$ cat src/zapc_pkg.sv
// Constants, field layouts and carrier types of the auxiliary pin control block
//
// Summary of operation
// - Intermediate zone conveys onward when next clear
// - Active accumulate input holds next arriving item
// - Lane-full block timer must expire before accumulate
// - Lane-full clear timer must expire before release
// - Lane-full disables downstream arrival check
// - Lane-full clear: arriving item releases immediately
// - Upstream wake-up input runs motor to accept
// - Occupied output while upstream zone holds item
// - Occupied output while downstream item awaits discharge
// - Each pin function except lane-full and error output bindable to either zone; lane-full acts on downstream zone only
// - Invert makes input active when pin low
// - Invert drives occupied output low when occupied
// - Merge zone accepts from exactly one source
// - Merge zone discharges only into discharge zone
// - Downstream zone always discharges unless held
// - Upstream zone accepts only on wake-up request
// - Error output active on any module error
package zapc_pkg;

  // ----------------------------------------------------------------
  // Timing
  // ----------------------------------------------------------------
  localparam int unsigned CLK_PERIOD_NS = 100;
  localparam int unsigned SECOND_NS = 1_000_000_000;
  localparam int unsigned TICK_CYCLES = SECOND_NS / CLK_PERIOD_NS;
  localparam int TICK_W = 24;
  localparam int SEC_W = 8;

  // ----------------------------------------------------------------
  // Register map
  // ----------------------------------------------------------------
  localparam int DEC_W = 8;
  localparam logic [7:0] OFF_PIN_CFG = 8'h00;
  localparam logic [7:0] OFF_LANE_TIME = 8'h04;
  localparam logic [7:0] OFF_STATUS = 8'h08;

  localparam int PIN0_LSB = 0;
  localparam int PIN1_LSB = 8;
  localparam int MERGE_EN_BIT = 16;
  localparam int MERGE_SEL_BIT = 17;
  localparam int BLOCK_LSB = 0;
  localparam int CLEAR_LSB = 8;

  localparam int ST_OCC_LSB = 0;
  localparam int ST_MOTOR_LSB = 2;
  localparam int ST_LANE_HOLD_BIT = 4;
  localparam int ST_LANE_EN_BIT = 5;
  localparam int ST_PIN_LSB = 6;
  localparam int ST_GRANT_LSB = 8;
  localparam int ST_ARR_CHK_BIT = 11;
  localparam int ST_MERGE_DIS_BIT = 12;

  localparam logic [SEC_W-1:0] BLOCK_SEC_RST = 8'h05;
  localparam logic [SEC_W-1:0] CLEAR_SEC_RST = 8'h06;

  // ----------------------------------------------------------------
  // Pin functions and zones
  // ----------------------------------------------------------------
  localparam logic [2:0] FN_EXT = 3'h0;
  localparam logic [2:0] FN_ACCUM = 3'h1;
  localparam logic [2:0] FN_WAKE = 3'h2;
  localparam logic [2:0] FN_LANE_FULL = 3'h3;
  localparam logic [2:0] FN_ERR_OUT = 3'h4;
  localparam logic [2:0] FN_OCC_OUT = 3'h5;

  localparam logic ZONE_UP = 1'b0;
  localparam logic ZONE_DN = 1'b1;
  localparam int N_PIN = 2;
  localparam int N_ZONE = 2;
  localparam int N_SRC = 3;

  // ----------------------------------------------------------------
  // Carrier types
  // ----------------------------------------------------------------
  typedef struct packed {
    logic invert;
    logic zone;
    logic [2:0] fn;
  } zapc_pin_cfg_s;

  typedef struct packed {
    logic hsel;
    logic [31:0] haddr;
    logic [1:0] htrans;
    logic hwrite;
    logic [2:0] hsize;
    logic [31:0] hwdata;
  } zapc_ahb_req_s;

  typedef struct packed {
    logic [31:0] hrdata;
    logic hreadyout;
    logic hresp;
  } zapc_ahb_rsp_s;

  typedef struct packed {
    logic [N_PIN-1:0] out;
    logic [N_PIN-1:0] oe_n;
  } zapc_pin_drv_s;

  typedef struct packed {
    logic [N_SRC-1:0] grant;
    logic discharge;
  } zapc_merge_s;

endpackage

$ cat src/zapc_sync.sv
// Two-stage synchroniser for asynchronous pin levels
`timescale 1ns/100ps
`default_nettype none
module zapc_sync #(
  parameter int W = 2
) (
  // Clock and reset
  input wire logic core_clk,
  input wire logic rst,
  // Levels
  input wire logic [W-1:0] async_in,
  output logic [W-1:0] sync_out
);

  typedef struct packed {
    logic [W-1:0] stage1;
    logic [W-1:0] stage2;
  } zapc_sync_s;

  zapc_sync_s s_q;
  zapc_sync_s s_d;

  always_comb begin
    s_d.stage1 = async_in;
    s_d.stage2 = s_q.stage1;
  end

  always_ff @(posedge core_clk) begin
    if (rst) begin
      s_q <= '0;
    end else begin
      s_q <= s_d;
    end
  end

  assign sync_out = s_q.stage2;

endmodule
`default_nettype wire

$ cat src/zapc_lane_qual.sv
// Lane-full block and clear qualification timer
`timescale 1ns/100ps
`default_nettype none
module zapc_lane_qual (
  // Clock and reset
  input wire logic core_clk,
  input wire logic rst,
  // Qualification inputs
  input wire logic enable,
  input wire logic sec_tick,
  input wire logic level,
  input wire logic [zapc_pkg::SEC_W-1:0] block_sec,
  input wire logic [zapc_pkg::SEC_W-1:0] clear_sec,
  // Qualified accumulate state
  output logic hold
);

  typedef struct packed {
    logic hold;
    logic [zapc_pkg::SEC_W-1:0] secs;
  } zapc_lq_s;

  zapc_lq_s s_q;
  zapc_lq_s s_d;
  logic [zapc_pkg::SEC_W-1:0] need;

  // Count is in whole ticks, so the first second may be short by a part of a tick
  always_comb begin
    s_d = s_q;
    need = s_q.hold ? clear_sec : block_sec;
    if (!enable) begin
      s_d = '0;
    end else if (level == s_q.hold) begin
      s_d.secs = '0;
    end else if (s_q.secs >= need) begin
      s_d.hold = level;
      s_d.secs = '0;
    end else if (sec_tick) begin
      s_d.secs = s_q.secs + 1'b1;
    end
  end

  always_ff @(posedge core_clk) begin
    if (rst) begin
      s_q <= '0;
    end else begin
      s_q <= s_d;
    end
  end

  assign hold = s_q.hold;

endmodule
`default_nettype wire

$ cat src/zapc_top.sv
// Auxiliary pin control, zone flow logic and merge arbitration with AHB-Lite registers
//
// Our own choices: the AHB-Lite register port and the address map.
`timescale 1ns/100ps
`default_nettype none
module zapc_top #(
  parameter int unsigned TICK_CYCLES_P = zapc_pkg::TICK_CYCLES
) (
  // Clock and reset
  input wire logic core_clk,
  input wire logic rst,
  // AHB-Lite slave
  input wire zapc_pkg::zapc_ahb_req_s ahb_req,
  input wire logic hready,
  output zapc_pkg::zapc_ahb_rsp_s ahb_rsp,
  // Zone sensor pins, upstream at index 0
  input wire logic [zapc_pkg::N_ZONE-1:0] zone_sensor,
  // Auxiliary two-way pins
  input wire logic [zapc_pkg::N_PIN-1:0] aux_pin_in,
  output zapc_pkg::zapc_pin_drv_s aux_pin,
  // Module status from the controller core
  input wire logic module_err,
  // Zone motors and arrival check
  output logic [zapc_pkg::N_ZONE-1:0] motor_run,
  output logic arrival_chk_en,
  // Merge sources: center, left, right
  input wire logic [zapc_pkg::N_SRC-1:0] src_ready,
  input wire logic discharge_clear,
  output zapc_pkg::zapc_merge_s merge
);

  // ----------------------------------------------------------------
  // State
  // ----------------------------------------------------------------
  typedef struct packed {
    zapc_pkg::zapc_pin_cfg_s [zapc_pkg::N_PIN-1:0] pin_cfg;
    logic merge_en;
    logic merge_sel;
    logic [zapc_pkg::SEC_W-1:0] block_sec;
    logic [zapc_pkg::SEC_W-1:0] clear_sec;
    logic [zapc_pkg::TICK_W-1:0] tick_cnt;
    logic tick;
    logic wr_pend;
    logic rd_pend;
    logic [zapc_pkg::DEC_W-1:0] addr;
    zapc_pkg::zapc_ahb_rsp_s rsp;
    logic [zapc_pkg::N_ZONE-1:0] motor;
    zapc_pkg::zapc_pin_drv_s pin;
    logic arrival_chk;
    zapc_pkg::zapc_merge_s merge;
  } zapc_state_s;

  zapc_state_s s_q;
  zapc_state_s s_d;

  logic [zapc_pkg::N_ZONE-1:0] occ;
  logic [zapc_pkg::N_PIN-1:0] pin_lvl;
  logic [zapc_pkg::N_PIN-1:0] pin_act;
  logic [zapc_pkg::N_ZONE-1:0] accum;
  logic [zapc_pkg::N_ZONE-1:0] wake;
  logic lane_en;
  logic lane_lvl;
  logic lane_hold;
  logic hold_dn;
  logic up_release;
  logic merge_occ;
  logic accept;
  logic [31:0] rdata;

  // ----------------------------------------------------------------
  // Functions
  // ----------------------------------------------------------------
  // True when a pin carries input function fn for zone z
  function automatic logic pin_fn_on(input zapc_pkg::zapc_pin_cfg_s cfg,
                                     input logic [2:0] fn, input logic z);
    pin_fn_on = (cfg.fn == fn) && (cfg.zone == z);
  endfunction

  // True when a pin is configured as a driven output
  function automatic logic pin_is_out(input zapc_pkg::zapc_pin_cfg_s cfg);
    pin_is_out = (cfg.fn == zapc_pkg::FN_ERR_OUT) || (cfg.fn == zapc_pkg::FN_OCC_OUT);
  endfunction

  // ----------------------------------------------------------------
  // Pin and sensor synchronisers
  // ----------------------------------------------------------------
  zapc_sync #(
    .W(zapc_pkg::N_ZONE)
  ) u_sens_sync (
    .core_clk(core_clk),
    .rst(rst),
    .async_in(zone_sensor),
    .sync_out(occ)
  );

  zapc_sync #(
    .W(zapc_pkg::N_PIN)
  ) u_pin_sync (
    .core_clk(core_clk),
    .rst(rst),
    .async_in(aux_pin_in),
    .sync_out(pin_lvl)
  );

  // ----------------------------------------------------------------
  // Pin input decode
  // ----------------------------------------------------------------
  always_comb begin
    accum = '0;
    wake = '0;
    lane_en = 1'b0;
    lane_lvl = 1'b0;
    for (int p = 0; p < zapc_pkg::N_PIN; p++) begin
      // An output pin reads its own drive, so it never counts as an input
      pin_act[p] = (pin_lvl[p] ^ s_q.pin_cfg[p].invert) && !pin_is_out(s_q.pin_cfg[p]);
      for (int z = 0; z < zapc_pkg::N_ZONE; z++) begin
        if (pin_fn_on(s_q.pin_cfg[p], zapc_pkg::FN_ACCUM, 1'(z)) && pin_act[p]) begin
          accum[z] = 1'b1;
        end
        if (pin_fn_on(s_q.pin_cfg[p], zapc_pkg::FN_WAKE, 1'(z)) && pin_act[p]) begin
          wake[z] = 1'b1;
        end
      end
      // Lane-full is only meaningful on the most downstream zone
      if (pin_fn_on(s_q.pin_cfg[p], zapc_pkg::FN_LANE_FULL, zapc_pkg::ZONE_DN)) begin
        lane_en = 1'b1;
        lane_lvl = lane_lvl | pin_act[p];
      end
    end
  end

  // ----------------------------------------------------------------
  // Lane-full qualification
  // ----------------------------------------------------------------
  zapc_lane_qual u_lane (
    .core_clk(core_clk),
    .rst(rst),
    .enable(lane_en),
    .sec_tick(s_q.tick),
    .level(lane_lvl),
    .block_sec(s_q.block_sec),
    .clear_sec(s_q.clear_sec),
    .hold(lane_hold)
  );

  // ----------------------------------------------------------------
  // Zone flow and register access
  // ----------------------------------------------------------------
  assign hold_dn = occ[zapc_pkg::ZONE_DN] && (accum[zapc_pkg::ZONE_DN] || lane_hold);
  assign up_release = occ[zapc_pkg::ZONE_UP] && !occ[zapc_pkg::ZONE_DN]
                      && !accum[zapc_pkg::ZONE_UP];
  assign merge_occ = occ[s_q.merge_sel];
  assign accept = ahb_req.hsel && ahb_req.htrans[1] && hready;

  always_comb begin
    rdata = '0;
    unique case (s_q.addr)
      zapc_pkg::OFF_PIN_CFG: begin
        rdata[zapc_pkg::PIN0_LSB +: 5] = s_q.pin_cfg[0];
        rdata[zapc_pkg::PIN1_LSB +: 5] = s_q.pin_cfg[1];
        rdata[zapc_pkg::MERGE_EN_BIT] = s_q.merge_en;
        rdata[zapc_pkg::MERGE_SEL_BIT] = s_q.merge_sel;
      end
      zapc_pkg::OFF_LANE_TIME: begin
        rdata[zapc_pkg::BLOCK_LSB +: zapc_pkg::SEC_W] = s_q.block_sec;
        rdata[zapc_pkg::CLEAR_LSB +: zapc_pkg::SEC_W] = s_q.clear_sec;
      end
      zapc_pkg::OFF_STATUS: begin
        rdata[zapc_pkg::ST_OCC_LSB +: zapc_pkg::N_ZONE] = occ;
        rdata[zapc_pkg::ST_MOTOR_LSB +: zapc_pkg::N_ZONE] = s_q.motor;
        rdata[zapc_pkg::ST_LANE_HOLD_BIT] = lane_hold;
        rdata[zapc_pkg::ST_LANE_EN_BIT] = lane_en;
        rdata[zapc_pkg::ST_PIN_LSB +: zapc_pkg::N_PIN] = pin_lvl;
        rdata[zapc_pkg::ST_GRANT_LSB +: zapc_pkg::N_SRC] = s_q.merge.grant;
        rdata[zapc_pkg::ST_ARR_CHK_BIT] = s_q.arrival_chk;
        rdata[zapc_pkg::ST_MERGE_DIS_BIT] = s_q.merge.discharge;
      end
      default: begin
        rdata = '0;
      end
    endcase
  end

  always_comb begin
    s_d = s_q;

    // One-second time base for the lane-full timers
    s_d.tick = 1'b0;
    if (s_q.tick_cnt == zapc_pkg::TICK_W'(TICK_CYCLES_P - 1)) begin
      s_d.tick_cnt = '0;
      s_d.tick = 1'b1;
    end else begin
      s_d.tick_cnt = s_q.tick_cnt + 1'b1;
    end

    // Bus: writes finish in one data cycle, reads take one wait state so
    // that a read right after a write sees the new value
    s_d.rsp.hresp = 1'b0;
    s_d.wr_pend = 1'b0;
    if (s_q.wr_pend) begin
      unique case (s_q.addr)
        zapc_pkg::OFF_PIN_CFG: begin
          s_d.pin_cfg[0] = ahb_req.hwdata[zapc_pkg::PIN0_LSB +: 5];
          s_d.pin_cfg[1] = ahb_req.hwdata[zapc_pkg::PIN1_LSB +: 5];
          s_d.merge_en = ahb_req.hwdata[zapc_pkg::MERGE_EN_BIT];
          s_d.merge_sel = ahb_req.hwdata[zapc_pkg::MERGE_SEL_BIT];
        end
        zapc_pkg::OFF_LANE_TIME: begin
          s_d.block_sec = ahb_req.hwdata[zapc_pkg::BLOCK_LSB +: zapc_pkg::SEC_W];
          s_d.clear_sec = ahb_req.hwdata[zapc_pkg::CLEAR_LSB +: zapc_pkg::SEC_W];
        end
        default: begin
        end
      endcase
    end
    if (s_q.rd_pend) begin
      s_d.rd_pend = 1'b0;
      s_d.rsp.hrdata = rdata;
      s_d.rsp.hreadyout = 1'b1;
    end
    if (accept) begin
      s_d.addr = ahb_req.haddr[zapc_pkg::DEC_W-1:0];
      if (ahb_req.hwrite) begin
        s_d.wr_pend = 1'b1;
      end else begin
        s_d.rd_pend = 1'b1;
        s_d.rsp.hreadyout = 1'b0;
      end
    end

    // Upstream zone: passes on when clear, accepts only on wake-up
    s_d.motor[zapc_pkg::ZONE_UP] = up_release
      || (wake[zapc_pkg::ZONE_UP] && !occ[zapc_pkg::ZONE_UP]);

    // Downstream zone: always discharges unless held, takes items from upstream
    s_d.motor[zapc_pkg::ZONE_DN] = (occ[zapc_pkg::ZONE_DN] && !hold_dn)
      || up_release
      || (wake[zapc_pkg::ZONE_DN] && !occ[zapc_pkg::ZONE_DN]);

    // No arrival confirmation is expected while lane-full is in use
    s_d.arrival_chk = !lane_en;

    // Output pins
    for (int p = 0; p < zapc_pkg::N_PIN; p++) begin
      s_d.pin.oe_n[p] = !pin_is_out(s_q.pin_cfg[p]);
      unique case (s_q.pin_cfg[p].fn)
        zapc_pkg::FN_OCC_OUT: begin
          s_d.pin.out[p] = occ[s_q.pin_cfg[p].zone] ^ s_q.pin_cfg[p].invert;
        end
        zapc_pkg::FN_ERR_OUT: begin
          s_d.pin.out[p] = module_err ^ s_q.pin_cfg[p].invert;
        end
        default: begin
          s_d.pin.out[p] = 1'b0;
        end
      endcase
    end

    // Merge: one source at a time, granted while the merge zone is empty
    if (!s_q.merge_en) begin
      s_d.merge.grant = '0;
    end else if (merge_occ) begin
      s_d.merge.grant = '0;
    end else if (s_q.merge.grant == '0) begin
      if (src_ready[0]) begin
        s_d.merge.grant = 3'h1;
      end else if (src_ready[1]) begin
        s_d.merge.grant = 3'h2;
      end else if (src_ready[2]) begin
        s_d.merge.grant = 3'h4;
      end
    end
    s_d.merge.discharge = s_q.merge_en && merge_occ && discharge_clear;
  end

  always_ff @(posedge core_clk) begin
    if (rst) begin
      s_q <= '0;
      s_q.block_sec <= zapc_pkg::BLOCK_SEC_RST;
      s_q.clear_sec <= zapc_pkg::CLEAR_SEC_RST;
      s_q.rsp.hreadyout <= 1'b1;
      s_q.pin.oe_n <= '1;
      s_q.arrival_chk <= 1'b1;
    end else begin
      s_q <= s_d;
    end
  end

  // ----------------------------------------------------------------
  // Outputs
  // ----------------------------------------------------------------
  assign ahb_rsp = s_q.rsp;
  assign aux_pin = s_q.pin;
  assign motor_run = s_q.motor;
  assign arrival_chk_en = s_q.arrival_chk;
  assign merge = s_q.merge;

endmodule
`default_nettype wire

$ cat config.mk
export PLATFORM = sky130hd
export DESIGN_NAME = zapc_top
export DESIGN_NICKNAME = d
export VERILOG_FILES = /design/src/zapc_pkg.sv /design/src/zapc_sync.sv /design/src/zapc_lane_qual.sv /design/src/zapc_top.sv
export SDC_FILE = /design/constraint.sdc
export NUM_CORES = 1
export LEC_CHECK = 0
export BUFFER_PORTS_ARGS = -buffer_cell sky130_fd_sc_hd__buf_2
export CAP_MARGIN = 20
export CORE_MARGIN = 1.5
export CORE_UTILIZATION = 60
export CTS_BUF_LIST = sky130_fd_sc_hd__clkbuf_8
export DETAILED_ROUTE_END_ITERATION = 12
export GPL_ROUTABILITY_DRIVEN = 0
export PLACE_DENSITY = 0.88
export SLEW_MARGIN = 25
export SYNTH_ARGS = -nofsm -noshare
export SYNTH_HDL_FRONTEND = slang
export SYNTH_SLANG_ARGS = --single-unit
$ cat constraint.sdc
create_clock -name core_clk -period 6.7 [get_ports core_clk]
set_input_delay 1.34 -clock core_clk [delete_from_list [all_inputs] [get_ports core_clk]]
set_output_delay 1.34 -clock core_clk [all_outputs]
set_load 0.1 [all_outputs]
Yosys cells after proc, flatten, opt, wreduce, memory -nomap -nowiden
Index checks and enable logic that the tools add are counted.

storage, ports and cells
  bits in registers = 111
  logic and storage cells = 153

operators by class
  $add $sub $neg = 2
  order comparisons = 4
  eq/ne operators = 14
  multiplexer cells = 35
  bitwise gates (word level) = 13
  reduce and logical (&&, ||, !) cells = 55

operators by type and width
  kind                   count
  $logic_and 1x1->1      30
  $pmux 5 s3             2
  $add 24x1->24 const B  1
  $eq 24x24->1 const B   1
  $mux 1                 24
  $eq 3x2->1 const B     4
  $eq 3x3->1 const B     4
  $mux 3                 4
  $add 8x1->8 const B    1
  $eq 8x3->1 const B     1
  $eq 8x4->1 const B     1
  $ge 8x8->1             1
  $logic_not 8->1        1
  $mux 8                 1
  $reduce_and 2->1       4
  $logic_not 1->1        7
  $eq 3x1->1 const B     2
  $logic_or 1x1->1       6
  $lt 1x2->1 const B     3
  $not 1->1              6
  $pmux 3 s2             1
  $reduce_or 2->1        3
  $xor 1x1->1            6
  $pmux 1 s2             2
  other kinds (7)        7

Depth between registers and ports, before layout
Gate-level depths: netlist of the first run.

  depth in word-level cells = 13
  depth in mapped cells = 8
  depth with buffers taken out = 6

Hierarchy
Synthesis of the first run repeated with hierarchy kept, for this count alone.

second synthesis, totals
  cells, all modules = 602
  area total of the unflattened synthesis = 5188.7 um^2

by module, submodules not included
  module          instances  cells an instance  area each (um^2)  seq. area each (um^2)
  zapc_top        1          517                4321.6            1861.8
  zapc_lane_qual  1          69                 656.9             180.2
  zapc_sync       2          8                  105.1             80.1

Worst setup path before layout of the first run
OpenSTA, ideal clock, no wires.

  path kind = reg-to-reg
  start point = reg u_lane.s_q (netlist bit u_lane.hold)
  end point = reg u_lane.s_q[0] (netlist bit)
  setup time = 79 ps
  arrival time = 2469 ps
  data required time = 6621 ps
  path slack = 4152 ps
  cell stages (with the launch flop) = 8
  path buffers = 1
  clock period less this slack = 2548 ps
  cells stage by stage = dfxtp_1 > buf_1 > mux2_2 > ha_1 > nand2b_1 > a2111oi_0 > o311ai_1 > nor3_1

on the way
  longest elaborated chain between the ends = 3
  elaborated cells between the ends (all ways) = 4
  classes of those cells = order compare (1); eq/ne (1); mux (1); reduce/logical (1)

RTL lines
  element                      line                  RTL
  from (decl)                  zapc_lane_qual.sv:23  zapc_lq_s s_q;
  from (signal assigned)       zapc_lane_qual.sv:45  s_q <= '0;
  from (signal assigned)       zapc_lane_qual.sv:47  s_q <= s_d;
  $mux 8                       zapc_lane_qual.sv:30  need = s_q.hold ? clear_sec : block_sec;
  $ge 8x8->1                   zapc_lane_qual.sv:35  end else if (s_q.secs >= need) begin
  $reduce_or 4->1 (no line) *  --

Mark *: on every way between the ends. The rest lies on a longest branch, timed or not.
A chain may end at the register's enable or synchronous reset.

Worst setup path in the final report of the first run
  start point = reg s_q[47] (netlist bit)
  end point = reg, netlist name s_q[90]

on the way
  longest elaborated chain between the ends = 2

RTL lines
  element                     line             RTL
  from (decl)                 zapc_top.sv:53   zapc_state_s s_q;
  $eq 8x3->1                  zapc_top.sv:201  unique case (s_q.addr)
  $reduce_and 2->1 (no line)  --

Every way passes these cells.

==> metrics.txt, run 1 <==
Worst-path clk slew=around 0.10 ns; DR vias=4119; final slew viol count=0; vias in the first global route=~3900; pre-CTS setup slack=between 3 and 4 ns; setup TNS=0 ns; Final min period=between 3 and 4 ns; die area=approximately 9200 sq um; final setup margin=around 3.6 ns; Die Wd=95.8 um; status=complete, no violations; Synth Register Bits=110; Reg-to-Reg End=s_q[90]; Antenna Nets Post-Route=0; Cell variety after synth=52; 1st-iter DRT viols=between 200 and 250; worst r2r src=s_q[47]; yosys synthesis warning count=0; post-synthesis instance total=about 570; final net count=691; Required @ worst endpoint=6.95 ns; Die H=around 96 um; worst ir drop on vdd=0.000153 V; final worst-path cycle share=between 40 and 50%; CP arrival=approximately 3.4 ns; initial core utilization=62.3%; register area share after synthesis=around 43%; Hold Crit Start=u_sens_sync.s_d[0]; Synth async-reset ratio=0%; Remaining Overflow, GRT=0; min-delay worst type=flop to flop; first-pass iteration count of the detailed router=5; post-DP HPWL=8010 um; layout cells sized above 1=between 10% and 20%; CP Launch Type=flop; I/O Pins=128; Critical Setup Path Class=flop to flop; power density cells=around 210 nW/um^2; row cnt=33; Via density=about 5.8; Setup Buffers After CTS=0; design area=around 5500 sq um; fill cell count=654; DRT Wirelength=about 11000 um; Worst Clk Skew=0.0174 ns; Clock Path Buffers=2; Hold EP=u_sens_sync.sync_out[0]; # setup viols final=0; Root Buffer=clkbuf_8; fin cells=708; crit end category=flop; EDFF count, synth=0; CTS Buf Count=9; placed cells=between 600 and 700; relative slew slack=between 20% and 30%; leak pwr=~2 nW; CTS tree=built; routed len/inst=between 15 and 20 um; # DRC=0; CTS Hold Bufs=0; MaxCap Viol Count=0; Inserted Diodes=0; Core Box Area=roughly 8300 sq um; Layout area overhead=6.00%; Hold Crit Depth=1; largest net degree at the start of global routing=62; Clk Latency, worst-skew pair=between 0.3 and 0.4 ns; placed inst area=between 5000 and 6000 sq um; Syn Area/Cell=approximately 9 sq um; Num Clock Sinks=110; initial antenna violation count=0; Worst R2R Path Depth=5; htree depth=3; ys flop type=dfxtp_1; CP max FO=17; Worst Max-Slew Pin Slew=roughly 1.1 ns; RSZ-0062 raised after global routing=no; Cell Area, Synth=5170 sq um; Post-CTS Resized=0; FF-to-FF setup slack=3.58 ns; FMAX=about 0.32 GHz; Final Hold Fails=0; Total GRT Usage=25.3%; first-pass GRT wire length=approximately 18000 um; PortBufs=70
==> where the power goes <==
group	switching, mW	total, mW	internal, mW
sequential	0.00907	0.670	0.661
combinational	0.0759	0.0987	0.0228
clock	0.224	0.373	0.149
total	0.309	1.14	0.832
==> worst max-delay path by stage <==
stage / to / slack [ns] / start / depth (start not counted)
2_1_floorplan: u_lane.s_q[0] / 4.15 / u_lane.hold / 7
3_3_place_gp: s_q[91] / 3.36 / s_q[47] / 5
3_5_place_dp: u_lane.s_q[4] / 3.49 / rst / 5
4_1_cts: s_q[90] / 3.62 / s_q[47] / 5
5_1_grt: s_q[90] / 3.33 / s_q[47] / 5
6_report: s_q[90] / 3.58 / s_q[47] / 5
==> kinds of logic (layout without fill, tap and decap cells) <==
kind of cell	count (synthesis)	count (layout)	share of synthesized area, %
muxes	52	52	10.1
other	1	15	0.0725
xor gates and xnor gates	22	22	3.73
and+or+nand+nor	216	216	21.9
DFF	110	110	42.6
AOI/OAI and AO/OA	83	83	10.0
adders and majority gates	10	10	2.42
buffers and inverters	77	95	9.15
==> placed cells by master, fill, tap and decap left out, types with 6 or more instances in the layout <==
cell type / synthesis / layout
a21oi_1: 33 / 33
dfxtp_1: 110 / 110
nor2_1: 58 / 58
a22o_1: 12 / 12
nor4_1: 9 / 9
clkbuf_8: 0 / 10
o21ai_0: 19 / 19
mux2i_1: 50 / 50
nand2b_1: 14 / 14
or4_1: 6 / 6
nor3_1: 17 / 17
or3_1: 7 / 7
ha_1: 10 / 10
buf_2: 3 / 70
nand3_1: 14 / 14
nand2_1: 46 / 46
xnor2_1: 14 / 14
inv_1: 6 / 7
nor2b_1: 10 / 9
nand4_1: 10 / 10
xor2_1: 8 / 8
and3_1: 6 / 6
conb_1: 1 / 15
==> synth_stat cells, drive strengths merged, types with 5 or more instances <==
library cell / count / area, sq um
dfxtp: 110 / 2200
nor2: 58 / 218
buf: 56 / 394
mux2i: 50 / 500
nand2: 46 / 173
a21oi: 34 / 174
o21ai: 19 / 95.1
nor3: 17 / 85.1
clkbuf: 14 / 52.6
nand2b: 14 / 87.6
nand3: 14 / 70.1
xnor2: 14 / 123
a22o: 12 / 105
nand4: 11 / 83.8
ha: 10 / 125
nor2b: 10 / 62.6
nor4: 9 / 56.3
or4: 8 / 67.6
xor2: 8 / 70.1
or3: 7 / 43.8
and3: 6 / 37.5
inv: 6 / 22.5
nor4b: 5 / 50.0
o31ai: 5 / 37.5
==> cell type report <==
cell class | instances | area (sq um) | area share [%]
Inverter | 7 | 26.3 | 0.479
Clock inverter | 6 | 45.0 | 0.822
Sequential cell | 110 | 2200 | 40.2
Timing Repair Buffer | 72 | 365 | 6.67
Clock buffer | 10 | 138 | 2.51
Tap cell | 105 | 131 | 2.40
Multi-Input combinational cell | 398 | 2570 | 46.9
==> metal layers <==
metal  share of wire, %  GRT usage (%)  wire (um)
met1                 42           31.5       4740
met5                  0              0          0
met4                2.0           10.2        225
met2                 49           42.0       5490
met3                6.4           6.24        717
==> metrics by stage <==
stage	utilization, %	hold WS (ns)	power [mW]
2_1_floorplan	-	0.414	0.765
3_3_place_gp	63.7	0.421	0.780
3_5_place_dp	63.7	0.427	0.782
4_1_cts	65.9	0.453	1.15
5_1_grt	66.0	0.468	1.18
6_report	66.0	0.448	1.14
==> flip-flops by register name, summed over array words and instances, names as in the netlist <==
| name | flops |
|---|---|
| ahb_rsp | 19 |
| merge | 4 |
| u_sens_sync.sync_out | 2 |
| u_sens_sync.s_d | 2 |
| u_pin_sync.s_d | 2 |
| s_q | 63 |
| u_lane.s_q | 8 |
| arrival_chk_en | 1 |
| motor_run | 2 |
| u_lane.hold | 1 |
| aux_pin | 4 |
| u_pin_sync.sync_out | 2 |
==> critical path: stages, from the launching register on <==
cell and delay [ns]:
dfxtp_1 0.69, nor2b_2 0.71, nor4b_2 0.91, buf_4 0.39
mux2i_1 0.23, nand2_1 0.07
No activity file was read; power rests on OpenSTA's default activity.
==> run 2, diff against run 1 <==
--- a/config.mk
+++ b/config.mk
@@ -5,14 +5,15 @@
 export SDC_FILE = /design/constraint.sdc
 export NUM_CORES = 1
 export LEC_CHECK = 0
+export ABC_AREA = 1
 export BUFFER_PORTS_ARGS = -buffer_cell sky130_fd_sc_hd__buf_2
 export CAP_MARGIN = 20
 export CORE_MARGIN = 1.5
-export CORE_UTILIZATION = 60
+export CORE_UTILIZATION = 51
 export CTS_BUF_LIST = sky130_fd_sc_hd__clkbuf_8
 export DETAILED_ROUTE_END_ITERATION = 12
 export GPL_ROUTABILITY_DRIVEN = 0
-export PLACE_DENSITY = 0.88
+export PLACE_DENSITY = 0.79
 export SLEW_MARGIN = 25
 export SYNTH_ARGS = -nofsm -noshare
 export SYNTH_HDL_FRONTEND = slang
==> constraint.sdc (replaced) <==
create_clock -name core_clk -period 2.7 [get_ports core_clk]
set_input_delay 0.54 -clock core_clk [delete_from_list [all_inputs] [get_ports core_clk]]
set_output_delay 0.54 -clock core_clk [all_outputs]
set_load 0.1 [all_outputs]
==> run 2 against run 1 <==
Compared with the run above:
- synthesized cell count rose by 40%
- maximum frequency rose by 44%
- utilization fell by 9.5 points
- clock skew rose by 0.0015 ns
- largest cell class unchanged
==> metrics.txt, run 2 <==
vias in the first global route=between 4000 and 5000; FMAX=0.460 GHz; CP max FO=12; Setup Buffers After CTS=0; htree depth=3; CTS Buf Count=9; yosys synthesis warning count=0; placed inst area=around 5700 sq um; Total GRT Usage=a little under a quarter; # DRC=0; top cells by area, synth=dfxtp_1 (40%), nand2_1 (14%), nor2_1 (7.8%), nand3_1 (7.1%), buf_4 (6.1%); multi-input combinational cell area=approximately 2600 sq um; Storage cell area=2200 sq um; status=complete, no violations; row cnt=37; I/O Pins=around 130; Synth async-reset ratio=0%; slowest stage delay, CP=0.69 ns; first-pass GRT wire length=20400 um; MaxCap Viol Count=0; Worst Clk Skew=0.0189 ns; RSZ-0062 raised after global routing=no; final worst-path cycle share=between 80% and 90%; fill cell count=~1100; initial core utilization=~53%; 1st-iter DRT viols=255; Synth Register Bits=110; first-pass iteration count of the detailed router=5; design area=approximately 6000 sq um; placed cells=roughly 960; fin cells=between 900 and 1000; setup TNS=0 ns; Syn Area/Cell=6.90 sq um; initial antenna violation count=0; list of most frequent post-synthesis cells=nand2_1 (206), nor2_1 (115), dfxtp_1 (110); max FFs per register=63; final slew viol count=0; Clk Latency, worst-skew pair=between 0.3 and 0.4 ns; CP Launch Type=flop; EDFF count, synth=0; count leader, synth=nand2_1; Clock Path Buffers=2; leak pwr=between 2 and 2.5 nW; most common cell after layout, fill and taps aside=nand2_1; Required @ worst endpoint=approximately 3.0 ns; most frequent cells in the layout=nand2_1 (206), nor2_1 (115), dfxtp_1 (110); worst path cell trace=mux2i_1 -> ha_1 -> a21o_1 -> nor2_1 -> nand3_1 -> nor3_1; Final Hold Fails=0; Num Clock Sinks=110; critical path's slowest cell=dfxtp_1; Final Total Pwr=between 3 and 4 mW; Inserted Diodes=0; DRT Wirelength=12500 um; relative slew slack=a little under two fifths; Via density=slightly above 5; CTS Hold Bufs=0; post-synthesis instance total=approximately 800; Top reg by flops=s_q; Core Box Area=around 10000 sq um; post-DP HPWL=a little over 9000 um; PortBufs=70; Synth top area share=approximately two fifths; power density cells=517 nW/um^2; worst ir drop on vdd=about 0.00034 V; CTS tree=built; routed len/inst=12.8 um; die area=around 11000 sq um; Worst Max-Slew Pin Slew=slightly above 0.9 ns; register area share after synthesis=between 30% and 40%; Die Wd=around 110 um; Remaining Overflow, GRT=0; crit end category=flop; layout cells sized above 1=between 10% and 20%; min-delay worst type=input pin to flop; CP arrival=around 2.5 ns; DR vias=4918; Post-CTS Resized=0; Antenna Nets Post-Route=0; Layout area overhead=7.00%; Die H=107 um; largest net degree at the start of global routing=26; # setup viols final=0; ys flop type=dfxtp_1; Final min period=roughly 2.2 ns; Synth area leader=dfxtp_1; Root Buffer=clkbuf_8; Critical Setup Path Class=flop to flop; fin util=56.6%; Cell Area, Synth=~5500 sq um; Cell variety after synth=35; Worst-path clk slew=0.11 ns; final net count=925
[run 2: cell types whose count changed in the layout (fill, tap and decap cells not counted), sizes merged, moves of 10 or more]
cell / before / now
a22o: 12 / 0
inv: 9 / 81
mux2i: 50 / 8
nand2: 46 / 206
nand2b: 14 / 0
nand3: 14 / 79
nor2: 58 / 118
nor2b: 10 / 0
xnor2: 14 / 3
[run 2: final cells by class]
class / count / share of cell area (%)
Clock buffer: 10 / 2.34
Clock inverter: 6 / 1.42
Inverter: 77 / 4.95
Multi-Input combinational cell: 558 / 44.3
Sequential cell: 110 / 37.4
Tap cell: 136 / 2.89
Timing Repair Buffer: 76 / 6.71
[run 2: metrics by stage]
stage	worst slack, ns	hold WS [ns]
2_1_floorplan	0.746	0.388
3_3_place_gp	0.582	0.392
3_5_place_dp	0.538	0.399
4_1_cts	0.499	0.322
5_1_grt	0.286	0.324
6_report	0.525	0.332
[run 2: worst max-delay path: cells and delay by family, from the launching register on]
family	cells	cell delay (ns)
compound gates	1	0.16
mux	1	0.27
flops	1	0.69
fa+ha+maj	1	0.27
simple gates	3	0.71
[run 2: worst paths after layout]
kind,start,end,slack [ns],cells past startpoint
setup / recovery,u_lane.hold,u_lane.s_q[6],0.52,6
hold / removal,ahb_req[35],s_q[53],0.33,2
setup reg to reg,u_lane.hold,u_lane.s_q[6],0.52,6
hold reg to reg,u_pin_sync.s_d[0],u_pin_sync.sync_out[0],0.41,2
[run 2: metal layers]
metal / track usage [%] / vias up / wire (um)
met1: 30.3 / 2194 / 5750
met2: 36.2 / 163 / 5700
met5: 0 / - / 0
li1: - / 2544 / -
met3: 4.74 / 17 / 834
met4: 7.24 / 0 / 195
[run 2: kinds of logic (layout without fill, tap and decap cells)]
kind of cell,Yosys count,count (layout),synth area share (%)
other cells,1,15,0.0681
fa+ha+maj,10,10,2.27
xor+xnor,13,13,2.07
mux,8,8,1.45
compound gates,73,73,6.86
simple gates,439,439,33.8
buf+inv,144,169,13.5
flops,110,110,40.0
[run 2: report_power, final]
part / internal, mW / total (mW) / switching [mW]
combinational: 0.0625 / 0.300 / 0.237
clock: 0.479 / 1.09 / 0.608
sequential: 1.64 / 1.66 / 0.0165
